**src/mac_cfg_pkg.sv**
```systemverilog
// Offsets, bit positions and reset values of the MAC configuration words
// How it works
// - Length/type bit 25 set skips the length/type check on receive.
// - Control length bit 24 set lets longer control frames through.
// - Timestamp bit 22 adds in-line timestamps beside the sideband copy.
// - Without timestamp support the in-line timestamp bit has no effect.
// - Bits 21 to 16 of the second receive word (0x404) always read as zero.
// - Bits 15:0 hold the pause address top, reset all ones, matched on receive.
// - Transmitter uses the same pause address as flow-control source.
// - First wire byte of the pause address sits in the lowest byte.
// - A frame is tagged only when its type field equals 0x8100.
// - Transmit word writes any time, applied only in an idle gap.
// - Transmit reset bit acts at once, not waiting for a gap.
// - Writing one to transmit bit 31 resets the transmitter, bit self-clears.
// - Transmitter reset returns its configuration to defaults.
// - Transmit bit 30 allows frames beyond standard length, else blocked.
// - Receive word writes apply between frames; its reset bit acts at once.
package mac_cfg_pkg;
    localparam int          ADDR_W        = 12;
    localparam logic [11:0] RX_WORD0_OFS  = 12'h400;
    localparam logic [11:0] RX_WORD1_OFS  = 12'h404;
    localparam logic [11:0] TX_WORD_OFS   = 12'h408;
    localparam int          RST_BIT       = 31;
    localparam int          JUMBO_BIT     = 30;
    localparam int          FCS_BIT       = 29;
    localparam int          EN_BIT        = 28;
    localparam int          VLAN_BIT      = 27;
    localparam int          HD_BIT        = 26;
    localparam int          LT_BIT        = 25;
    localparam int          IFG_BIT       = 25;
    localparam int          CL_BIT        = 24;
    localparam int          TS_BIT        = 22;
    localparam logic [31:0] RX_WORD0_RST  = 32'hffffffff;
    localparam logic [31:0] RX_WORD1_RST  = 32'h1000ffff;
    localparam logic [31:0] RX_WORD1_MASK = 32'h7f40ffff;
    localparam logic [31:0] TX_WORD_RST   = 32'h10000000;
    localparam logic [31:0] TX_WORD_MASK  = 32'h7e000000;
    localparam logic [15:0] VLAN_TAG_PROTOCOL_IDENTIFIER     = 16'h8100;
    localparam logic [15:0] STD_MAX_LEN   = 16'h05ee;
    localparam logic [15:0] VLAN_EXTRA    = 16'h0004;
endpackage

```
**src/cfg_gap_apply.sv**
```systemverilog
// Shadow copy of a configuration word, loaded only in an idle gap, set to its reset value at once on flush
`timescale 1ns/1ps
`default_nettype none
module cfg_gap_apply #(
    parameter int          W       = 32,
    parameter logic [31:0] RST_VAL = 32'h0
) (
    // Clock and reset
    input  wire logic         mclk,
    input  wire logic         srst,
    // Stored value and timing
    input  wire logic [W-1:0] cfgIn,
    input  wire logic         gap,
    input  wire logic         flush,
    // Value in force
    output logic      [W-1:0] cfgOut
);
    typedef struct packed {
        logic [W-1:0] cfg;
    } state_t;

    state_t q;
    state_t d;

    always_comb begin
        d = q;
        if (srst || flush) begin
            d.cfg = RST_VAL[W-1:0];
        end else if (gap) begin
            d.cfg = cfgIn;
        end
    end

    always_ff @(posedge mclk) begin
        q <= d;
    end

    assign cfgOut = q.cfg;
endmodule
`default_nettype wire

```
**src/field_match.sv**
```systemverilog
// Registered compare of a received field against a reference value
`timescale 1ns/1ps
`default_nettype none
module field_match #(
    parameter int W = 16
) (
    // Clock and reset
    input  wire logic         mclk,
    input  wire logic         srst,
    // Compare request
    input  wire logic         en,
    input  wire logic         valid,
    input  wire logic [W-1:0] value,
    input  wire logic [W-1:0] refVal,
    // Result
    output logic              hit,
    output logic              hitValid
);
    typedef struct packed {
        logic hit;
        logic hitValid;
    } state_t;

    state_t q;
    state_t d;

    always_comb begin
        d          = q;
        d.hitValid = valid;
        d.hit      = valid && en && (value == refVal);
        if (srst) begin
            d = '0;
        end
    end

    always_ff @(posedge mclk) begin
        q <= d;
    end

    assign hit      = q.hit;
    assign hitValid = q.hitValid;
endmodule
`default_nettype wire

```
**src/mac_rx_tx_config_regs.sv**
```systemverilog
// Receive and transmit configuration registers of the MAC
//
// The plain strobed port was chosen for this implementation.
`timescale 1ns/1ps
`default_nettype none
module mac_rx_tx_config_regs
    import mac_cfg_pkg::*;
#(
    parameter bit PTP_PRESENT = 1'b1
) (
    // Clock and reset
    input  wire logic              mclk,
    input  wire logic              srst,
    // Register port
    input  wire logic [ADDR_W-1:0] regAddr,
    input  wire logic [31:0]       regWdata,
    input  wire logic              regWrite,
    input  wire logic              regRead,
    output logic      [31:0]       regRdata,
    // Receive path status and fields
    input  wire logic              rxGap,
    input  wire logic [47:0]       rxDestAddr,
    input  wire logic              rxDestValid,
    input  wire logic [15:0]       rxTypeField,
    input  wire logic              rxTypeValid,
    // Receive path controls
    output logic                   rxReset,
    output logic                   rxJumboOn,
    output logic                   rxFcsInband,
    output logic                   rxEnable,
    output logic                   rxVlanOn,
    output logic                   rxHalfDuplex,
    output logic                   rxLenTypeCheckOn,
    output logic                   rxCtrlLenCheckOn,
    output logic                   rxInbandTs,
    output logic                   rxPauseHit,
    output logic                   rxPauseHitValid,
    output logic                   rxVlanTagged,
    output logic                   rxVlanValid,
    // Transmit path status and fields
    input  wire logic              txGap,
    input  wire logic [15:0]       txFrameLen,
    // Transmit path controls
    output logic                   txReset,
    output logic                   txJumboOn,
    output logic                   txFcsInband,
    output logic                   txEnable,
    output logic                   txVlanOn,
    output logic                   txHalfDuplex,
    output logic                   txIfgAdjust,
    output logic                   txOversizeBlock,
    output logic      [47:0]       txPauseSrcAddr
);
    typedef struct packed {
        logic [31:0] rxWord0;
        logic [31:0] rxWord1;
        logic [31:0] txWord;
        logic [31:0] rdata;
        logic        rxRst;
        logic        txRst;
    } state_t;

    state_t      q;
    state_t      d;
    logic        rxRstWr;
    logic        txRstWr;
    logic [31:0] rxApplied0;
    logic [31:0] rxApplied1;
    logic [31:0] txApplied;
    logic [47:0] flow_ctrl_mac_address;
    logic [15:0] txMaxLen;

    // Reset bits act in the write cycle itself
    assign rxRstWr = regWrite && regAddr == RX_WORD1_OFS
                     && regWdata[RST_BIT];
    assign txRstWr = regWrite && regAddr == TX_WORD_OFS
                     && regWdata[RST_BIT];

    always_comb begin
        d       = q;
        d.rxRst = 1'b0;
        d.txRst = 1'b0;
        d.rdata = 32'h00000000;
        // Receive words
        if (rxRstWr) begin
            d.rxWord0 = RX_WORD0_RST;
            d.rxWord1 = RX_WORD1_RST;
            d.rxRst   = 1'b1;
        end else if (regWrite && regAddr == RX_WORD0_OFS) begin
            d.rxWord0 = regWdata;
        end else if (regWrite && regAddr == RX_WORD1_OFS) begin
            d.rxWord1 = regWdata & RX_WORD1_MASK;
        end
        // Transmit word
        if (txRstWr) begin
            d.txWord = TX_WORD_RST;
            d.txRst  = 1'b1;
        end else if (regWrite && regAddr == TX_WORD_OFS) begin
            d.txWord = regWdata & TX_WORD_MASK;
        end
        // Read data stands one cycle after the strobe
        if (regRead) begin
            case (regAddr)
                RX_WORD0_OFS: d.rdata = q.rxWord0;
                RX_WORD1_OFS: d.rdata = q.rxWord1 & RX_WORD1_MASK;
                TX_WORD_OFS:  d.rdata = q.txWord & TX_WORD_MASK;
                default:      d.rdata = 32'h00000000;
            endcase
        end
        if (srst) begin
            d.rxWord0 = RX_WORD0_RST;
            d.rxWord1 = RX_WORD1_RST;
            d.txWord  = TX_WORD_RST;
            d.rdata   = 32'h00000000;
            d.rxRst   = 1'b0;
            d.txRst   = 1'b0;
        end
    end

    always_ff @(posedge mclk) begin
        q <= d;
    end

    assign regRdata = q.rdata;
    assign rxReset  = q.rxRst;
    assign txReset  = q.txRst;

    // Values in force, refreshed in gaps
    cfg_gap_apply #(
        .W       (32),
        .RST_VAL (RX_WORD0_RST)
    ) rxApply0 (
        .mclk   (mclk),
        .srst   (srst),
        .cfgIn  (q.rxWord0),
        .gap    (rxGap),
        .flush  (rxRstWr),
        .cfgOut (rxApplied0)
    );

    cfg_gap_apply #(
        .W       (32),
        .RST_VAL (RX_WORD1_RST)
    ) rxApply1 (
        .mclk   (mclk),
        .srst   (srst),
        .cfgIn  (q.rxWord1),
        .gap    (rxGap),
        .flush  (rxRstWr),
        .cfgOut (rxApplied1)
    );

    cfg_gap_apply #(
        .W       (32),
        .RST_VAL (TX_WORD_RST)
    ) txApply (
        .mclk   (mclk),
        .srst   (srst),
        .cfgIn  (q.txWord),
        .gap    (txGap),
        .flush  (txRstWr),
        .cfgOut (txApplied)
    );

    // Receive controls
    assign rxJumboOn        = rxApplied1[JUMBO_BIT];
    assign rxFcsInband      = rxApplied1[FCS_BIT];
    assign rxEnable         = rxApplied1[EN_BIT];
    assign rxVlanOn         = rxApplied1[VLAN_BIT];
    assign rxHalfDuplex     = rxApplied1[HD_BIT];
    assign rxLenTypeCheckOn = !rxApplied1[LT_BIT];
    assign rxCtrlLenCheckOn = !rxApplied1[CL_BIT];
    assign rxInbandTs       = PTP_PRESENT
                              && rxApplied1[TS_BIT];

    // First wire byte lowest
    assign flow_ctrl_mac_address = {rxApplied1[15:0], rxApplied0};

    field_match #(
        .W (48)
    ) pauseMatch (
        .mclk     (mclk),
        .srst     (srst),
        .en       (1'b1),
        .valid    (rxDestValid),
        .value    (rxDestAddr),
        .refVal   (flow_ctrl_mac_address),
        .hit      (rxPauseHit),
        .hitValid (rxPauseHitValid)
    );

    field_match #(
        .W (16)
    ) vlanMatch (
        .mclk     (mclk),
        .srst     (srst),
        .en       (rxVlanOn),
        .valid    (rxTypeValid),
        .value    (rxTypeField),
        .refVal   (VLAN_TAG_PROTOCOL_IDENTIFIER),
        .hit      (rxVlanTagged),
        .hitValid (rxVlanValid)
    );

    // Transmit controls
    assign txJumboOn      = txApplied[JUMBO_BIT];
    assign txFcsInband    = txApplied[FCS_BIT];
    assign txEnable       = txApplied[EN_BIT];
    assign txVlanOn       = txApplied[VLAN_BIT];
    assign txHalfDuplex   = txApplied[HD_BIT];
    assign txIfgAdjust    = txApplied[IFG_BIT];
    assign txPauseSrcAddr = flow_ctrl_mac_address;

    assign txMaxLen = txVlanOn ? 16'(STD_MAX_LEN + VLAN_EXTRA) : STD_MAX_LEN;
    assign txOversizeBlock = !txJumboOn
                             && txFrameLen > txMaxLen;
endmodule
`default_nettype wire

```
**config.mk**
```make
export PLATFORM = sky130hd
export DESIGN_NAME = mac_rx_tx_config_regs
export DESIGN_NICKNAME = d
export VERILOG_FILES = /design/src/mac_cfg_pkg.sv /design/src/cfg_gap_apply.sv /design/src/field_match.sv /design/src/mac_rx_tx_config_regs.sv
export SDC_FILE = /design/constraint.sdc
export NUM_CORES = 1
export LEC_CHECK = 0
export ABC_AREA = 1
export BUFFER_PORTS_ARGS = -buffer_cell sky130_fd_sc_hd__buf_2
export CORE_UTILIZATION = 25
export DETAILED_ROUTE_END_ITERATION = 7
export PLACE_DENSITY_LB_ADDON = 0.2
export SLEW_MARGIN = 0
export SYNTH_ARGS = -nofsm -noshare
export SYNTH_HDL_FRONTEND = slang
export SYNTH_SLANG_ARGS = --single-unit
```
**constraint.sdc**
```tcl
create_clock -name mclk -period 3.75 [get_ports mclk]
set_input_delay 0.1875 -clock mclk [delete_from_list [all_inputs] [get_ports mclk]]
set_output_delay 0.1875 -clock mclk [all_outputs]
set_load 0.1 [all_outputs]
```
# ---- Word-level counts from Yosys, hierarchy flattened
# Index checks and enable logic that the tools add are counted.
dict set report classes {
  add_sub_neg 0
  n_mul 0
  div 0
  order_cmp 1
  eq_ne 5
  shifts 0
  n_mux 4
  bitwise 2
  n_reduce_logical 18
}
# cell count
set ops {}
lappend ops {{32-bit case mux with 3 select lines} 1}
lappend ops {{48-bit equality test} 1}
lappend ops {{12-bit by 11-bit equality test with 1-bit output, second input constant} 3}
lappend ops {{16-bit equality test, second input constant} 1}
lappend ops {{16-bit by 11-bit > comparator with 1-bit output} 1}
lappend ops {{1-bit logical AND} 9}
lappend ops {{2-bit OR reduction} 3}
lappend ops {{5-bit two-way mux} 1}
lappend ops {{1-bit logical NOT} 3}
lappend ops {{1-bit logical OR} 2}
lappend ops {{1-bit two-way mux} 2}
lappend ops {{1-bit NOT} 2}
lappend ops {{2-bit AND reduction} 1}
dict set report totals {
  regBits 162
  latchBits 0
  ramBits 0
  romBits 0
  inputBits 132
  output_inout_bits 101
  elab_cells 43
  memories 0
}

# ---- Depth between registers and ports, before layout
dict set report logic_depth {
  word_depth 4
  depth_mapped 11
  mapped_depth_nobuf 10
}

# ---- Cells and area by module
# A second synthesis with hierarchy kept.
dict set report unflattened {
  hier_cells 1302
  area_unflattened_um2 9361.5
}
# mod n_inst cells_per_inst area_per_inst_um2 seq_area_each_um2
set modules_own_cells {}
lappend modules_own_cells {mac_rx_tx_config_regs 1 522 4110.2 1921.8}
lappend modules_own_cells {{cfg_gap_apply at txApply} 1 202 1430.1 640.6}
lappend modules_own_cells {{cfg_gap_apply at rxApply0} 1 140 1401.3 640.6}
lappend modules_own_cells {{cfg_gap_apply at rxApply1} 1 169 1216.2 640.6}
lappend modules_own_cells {{field_match at pauseMatch} 1 201 874.6 40.0}
lappend modules_own_cells {{field_match at vlanMatch} 1 68 329.1 40.0}

# ---- Worst setup path after synthesis
# Ideal clock, no wire load.
dict set report synth_path {
  path_kind {flip-flop to output port}
  start {register txApply.q, in the netlist txApply.cfgOut[27]}
  end {output port txOversizeBlock}
  t_arrival_ps 2978
  required_time_ps 3562
  path_slack_ps 585
  path_stages_with_launch 9
  path_buffers 0
  path_cell_list {dfxtp_1 -> inv_1 -> ha_1 -> nand2_1 -> nor2_1 -> nand2_1 -> o21ai_0 -> a21oi_1 -> nor2_1}
}
dict set report synth_via {
  elab_chain_cells 3
}
# item line_no
set synth_lines {}
lappend synth_lines {{start, declared} cfg_gap_apply.sv:22} ;# state_t q;
lappend synth_lines {{start signal, assigned} cfg_gap_apply.sv:35} ;# q <= d;
lappend synth_lines {{5-bit two-way mux} mac_rx_tx_config_regs.sv:214} ;# assign txMaxLen = txVlanOn ? 16'(STD_MAX_LEN + VLAN_EXTRA) : STD_MAX_LEN;
lappend synth_lines {{16-bit by 11-bit > comparator with 1-bit output} mac_rx_tx_config_regs.sv:216} ;# && txFrameLen > txMaxLen;
lappend synth_lines {{1-bit logical AND} mac_rx_tx_config_regs.sv:216}
lappend synth_lines {{end, declared} mac_rx_tx_config_regs.sv:51} ;# output logic txOversizeBlock,
# Every way passes these cells.

# ---- Final worst setup path
# Ends and elaborated chain as after synthesis.

==> flow_metrics.tcl <==
set metrics [dict create \
    finalMaxSlewViolations 0 \
    synth_area_leaders "dfxtp_1 (43%), nand2_1 (18%), inv_1 (8.7%)" \
    postCtsResizedCells 0 \
    diodes 0 \
    finalSetupViolCount 0 \
    period_needed_ns 2.26 \
    cp-start-kind "register" \
    synth_edf_count 0 \
    ys_seq_area_share_pct 43.0 \
    yosys.area.top_type_share_pct 43.0 \
    path_max_fanout 4 \
    via_count 6935 \
    die_h_um 176 \
    die_area_um2 30900 \
    yosysMostFrequentCell "nand2_1" \
    io_buffer_count 232 \
    regToRegSetupSlack_ns 2.44 \
    reg2reg_depth 5 \
    io_pins 233 \
    ant_nets 0 \
    power.total_mw 4.06 \
    max_freq_mhz 443 \
    routedWlPerCell_um 14.7 \
    crit_path_end "txOversizeBlock" \
    core_um2 29600 \
    cts_tree "yes" \
    gr-usage-met1_pct 22.7 \
    synthFlopType "dfxtp_1" \
    n_fill_cell 3310 \
    async_flop_share_pct 0 \
    dieWidth_um 176 \
    grt.total_usage_pct 16.3 \
    worstReg2RegEnd "vlanMatch.hit" \
    worstPathRequired_ns 3.56 \
    outcome "finished clean" \
    hpwl_mm 18.8 \
    finalHoldViolations 0 \
    drive_gt1_share_pct 21.9 \
    drc_errors 0 \
    r2r_start "rxApply1.cfgOut[27]" \
    place_area_um2 8670 \
    clock_sinks 162 \
    worst_ep_arrival_time_ns 2.07 \
    grt_pass1_vias 6614 \
    fin_crit_sh_pct 60.1 \
    rows 63 \
    root_buffer "clkbuf_16" \
    ys_types 28 \
    area_delta_synth_final_pct 23.6 \
    clkTransAtPathRegs_ns 0.08 \
    grt_antenna_before_repair 3 \
    cts_buffer_depth 2 \
    globalRoute.busiestLayer "met2" \
    critPathCaptureType "primary output" \
    start_util_pct 25.4 \
    synth_top_area_cell "dfxtp_1" \
    synth_seq_cells 162 \
    synth_cells 1109 \
    slew_headroom_pct 46.6 \
    powerDensity_nw_per_um2 436 \
    gp_congestion 0.822 \
    avgViaCountPerCell 4.12 \
    syn_avg_cell_area_um2 6.80 \
    ir_drop_uv 303 \
    multi_input_comb_area_um2 3030 \
    grt_max_degree 44 \
    clock_skew_ns 0.0154 \
    holdCritPathClass "input port to register" \
    tightest_slew_ns 0.801 \
    cts_buffers 17 \
    ff_latch_area_um2 3240 \
    cts_hold_buf 6 \
    netlist_top_cells_count "nand2_1 (352), inv_1 (175), dfxtp_1 (162)" \
    drv_cap 0 \
    fin_tns_setup_ns 0 \
    netlist_area_um2 7540 \
    fin_nets 1416 \
    grt_use_met3_pct 3.87 \
    rsz0062_at_grt "false" \
    yosys_warnings 0 \
    synth_nets 1244 \
    grt_pass1_wl_mm 38.0 \
    htree_levels 4 \
    startpoint "txApply.cfgOut[27]" \
    p_leak_nw 5.35 \
    insertion_delay_ns 0.43 \
    drt-pass1-iter-count 5 \
    wl_mm 24.7 \
    gr-total-overflow 0 \
    final_area_um2 9320 \
    cts_setup_buffers 0 \
    drtIter0Drc 428 \
    path_class "register to primary output" \
    grtUsageMet2_pct 25.2 \
]
sequential cells by signal, summed over array words and instances, names as in the netlist:
register,cells
q,62
regRdata,32
rxApply0.cfgOut,32
rxApply1.cfgOut,24
txApply.cfgOut,6
pauseMatch.hit,1
pauseMatch.hitValid,1
rxReset,1
txReset,1
vlanMatch.hit,1
vlanMatch.hitValid,1
power by group:
| part | total (mW) | internal [mW] | switching (mW) |
|---|---|---|---|
| sequential | 1.77 | 1.75 | 0.0246 |
| clock | 1.77 | 0.950 | 0.824 |
| combinational | 0.518 | 0.134 | 0.384 |
| total | 4.06 | 2.83 | 1.23 |
how the worst min path moves through the flow:
| stage | slack [ns] | startpoint | cells past startpoint | end |
|---|---|---|---|---|
| floorplan | 0.26 | srst | 1 | rxReset |
| global placement | 0.41 | rxDestValid | 3 | pauseMatch.hitValid |
| detailed placement | 0.41 | rxDestValid | 3 | pauseMatch.hitValid |
| CTS | 0.002 | regWdata[28] | 3 | q[62] |
| global route | 0.02 | regWdata[28] | 3 | q[62] |
| finish | 0.02 | regWdata[28] | 3 | q[62] |
worst max-delay path, cell delays in order (launching register included):
cell     delay (ns)
dfxtp_1        0.39
inv_1          0.08
ha_1           0.27
nand2_1        0.06
nor2_1         0.09
nand2_1        0.06
o21ai_0        0.07
a21oi_1        0.09
nor2_1         0.09
buf_2          0.43
layout by cell type, fill, tap and decap left out, types with 7 or more instances in the layout:
| cell | instances |
|---|---|
| buf_2 | 232 |
| a21oi_1 | 51 |
| o21ai_0 | 78 |
| nor3b_1 | 8 |
| nand3_1 | 23 |
| xnor2_1 | 15 |
| nand4_1 | 32 |
| dfxtp_1 | 162 |
| inv_1 | 175 |
| clkbuf_16 | 17 |
| nand2_1 | 352 |
| buf_4 | 11 |
| nor2_1 | 93 |
| inv_6 | 7 |
cell type report:
| type | count | area share, % |
|---|---|---|
| inverters | 178 | 7.17 |
| repair buffers | 249 | 14.0 |
| clock buffers | 17 | 4.56 |
| flip-flops and latches | 162 | 34.8 |
| clock inverters | 15 | 1.77 |
| well taps | 390 | 5.24 |
| multi-input cells | 673 | 32.5 |
metal layers:
layer,vias up,routed length (um)
met1,3045,12300
met3,15,1430
met2,187,10700
met5,-,36
met4,6,178
li1,3682,-
per-stage QoR:
stage	utilization [%]	instances	hold slack (ns)	setup WS (ns)
after floorplan	-	1109	0.260	0.585
after global placement	29.2	1646	0.408	1.10
after detailed placement	29.2	1646	0.412	1.05
after CTS	31.4	1684	0.00224	1.44
after global routing	31.4	1684	0.0235	1.27
final	31.4	1684	0.0189	1.49
kinds of logic after synthesis:
group                    Yosys count  share of synthesized area, %
adder cells (fa/ha/maj)            3                         0.498
AO/OA/AOI/OAI                    129                          8.56
flip-flops                       162                          43.0
buffers and inverters            274                          16.9
multiplexers                       4                         0.531
XOR/XNOR                          16                          1.86
AND/OR/NAND/NOR                  521                          28.6
Power figures use the tool's default switching activity.
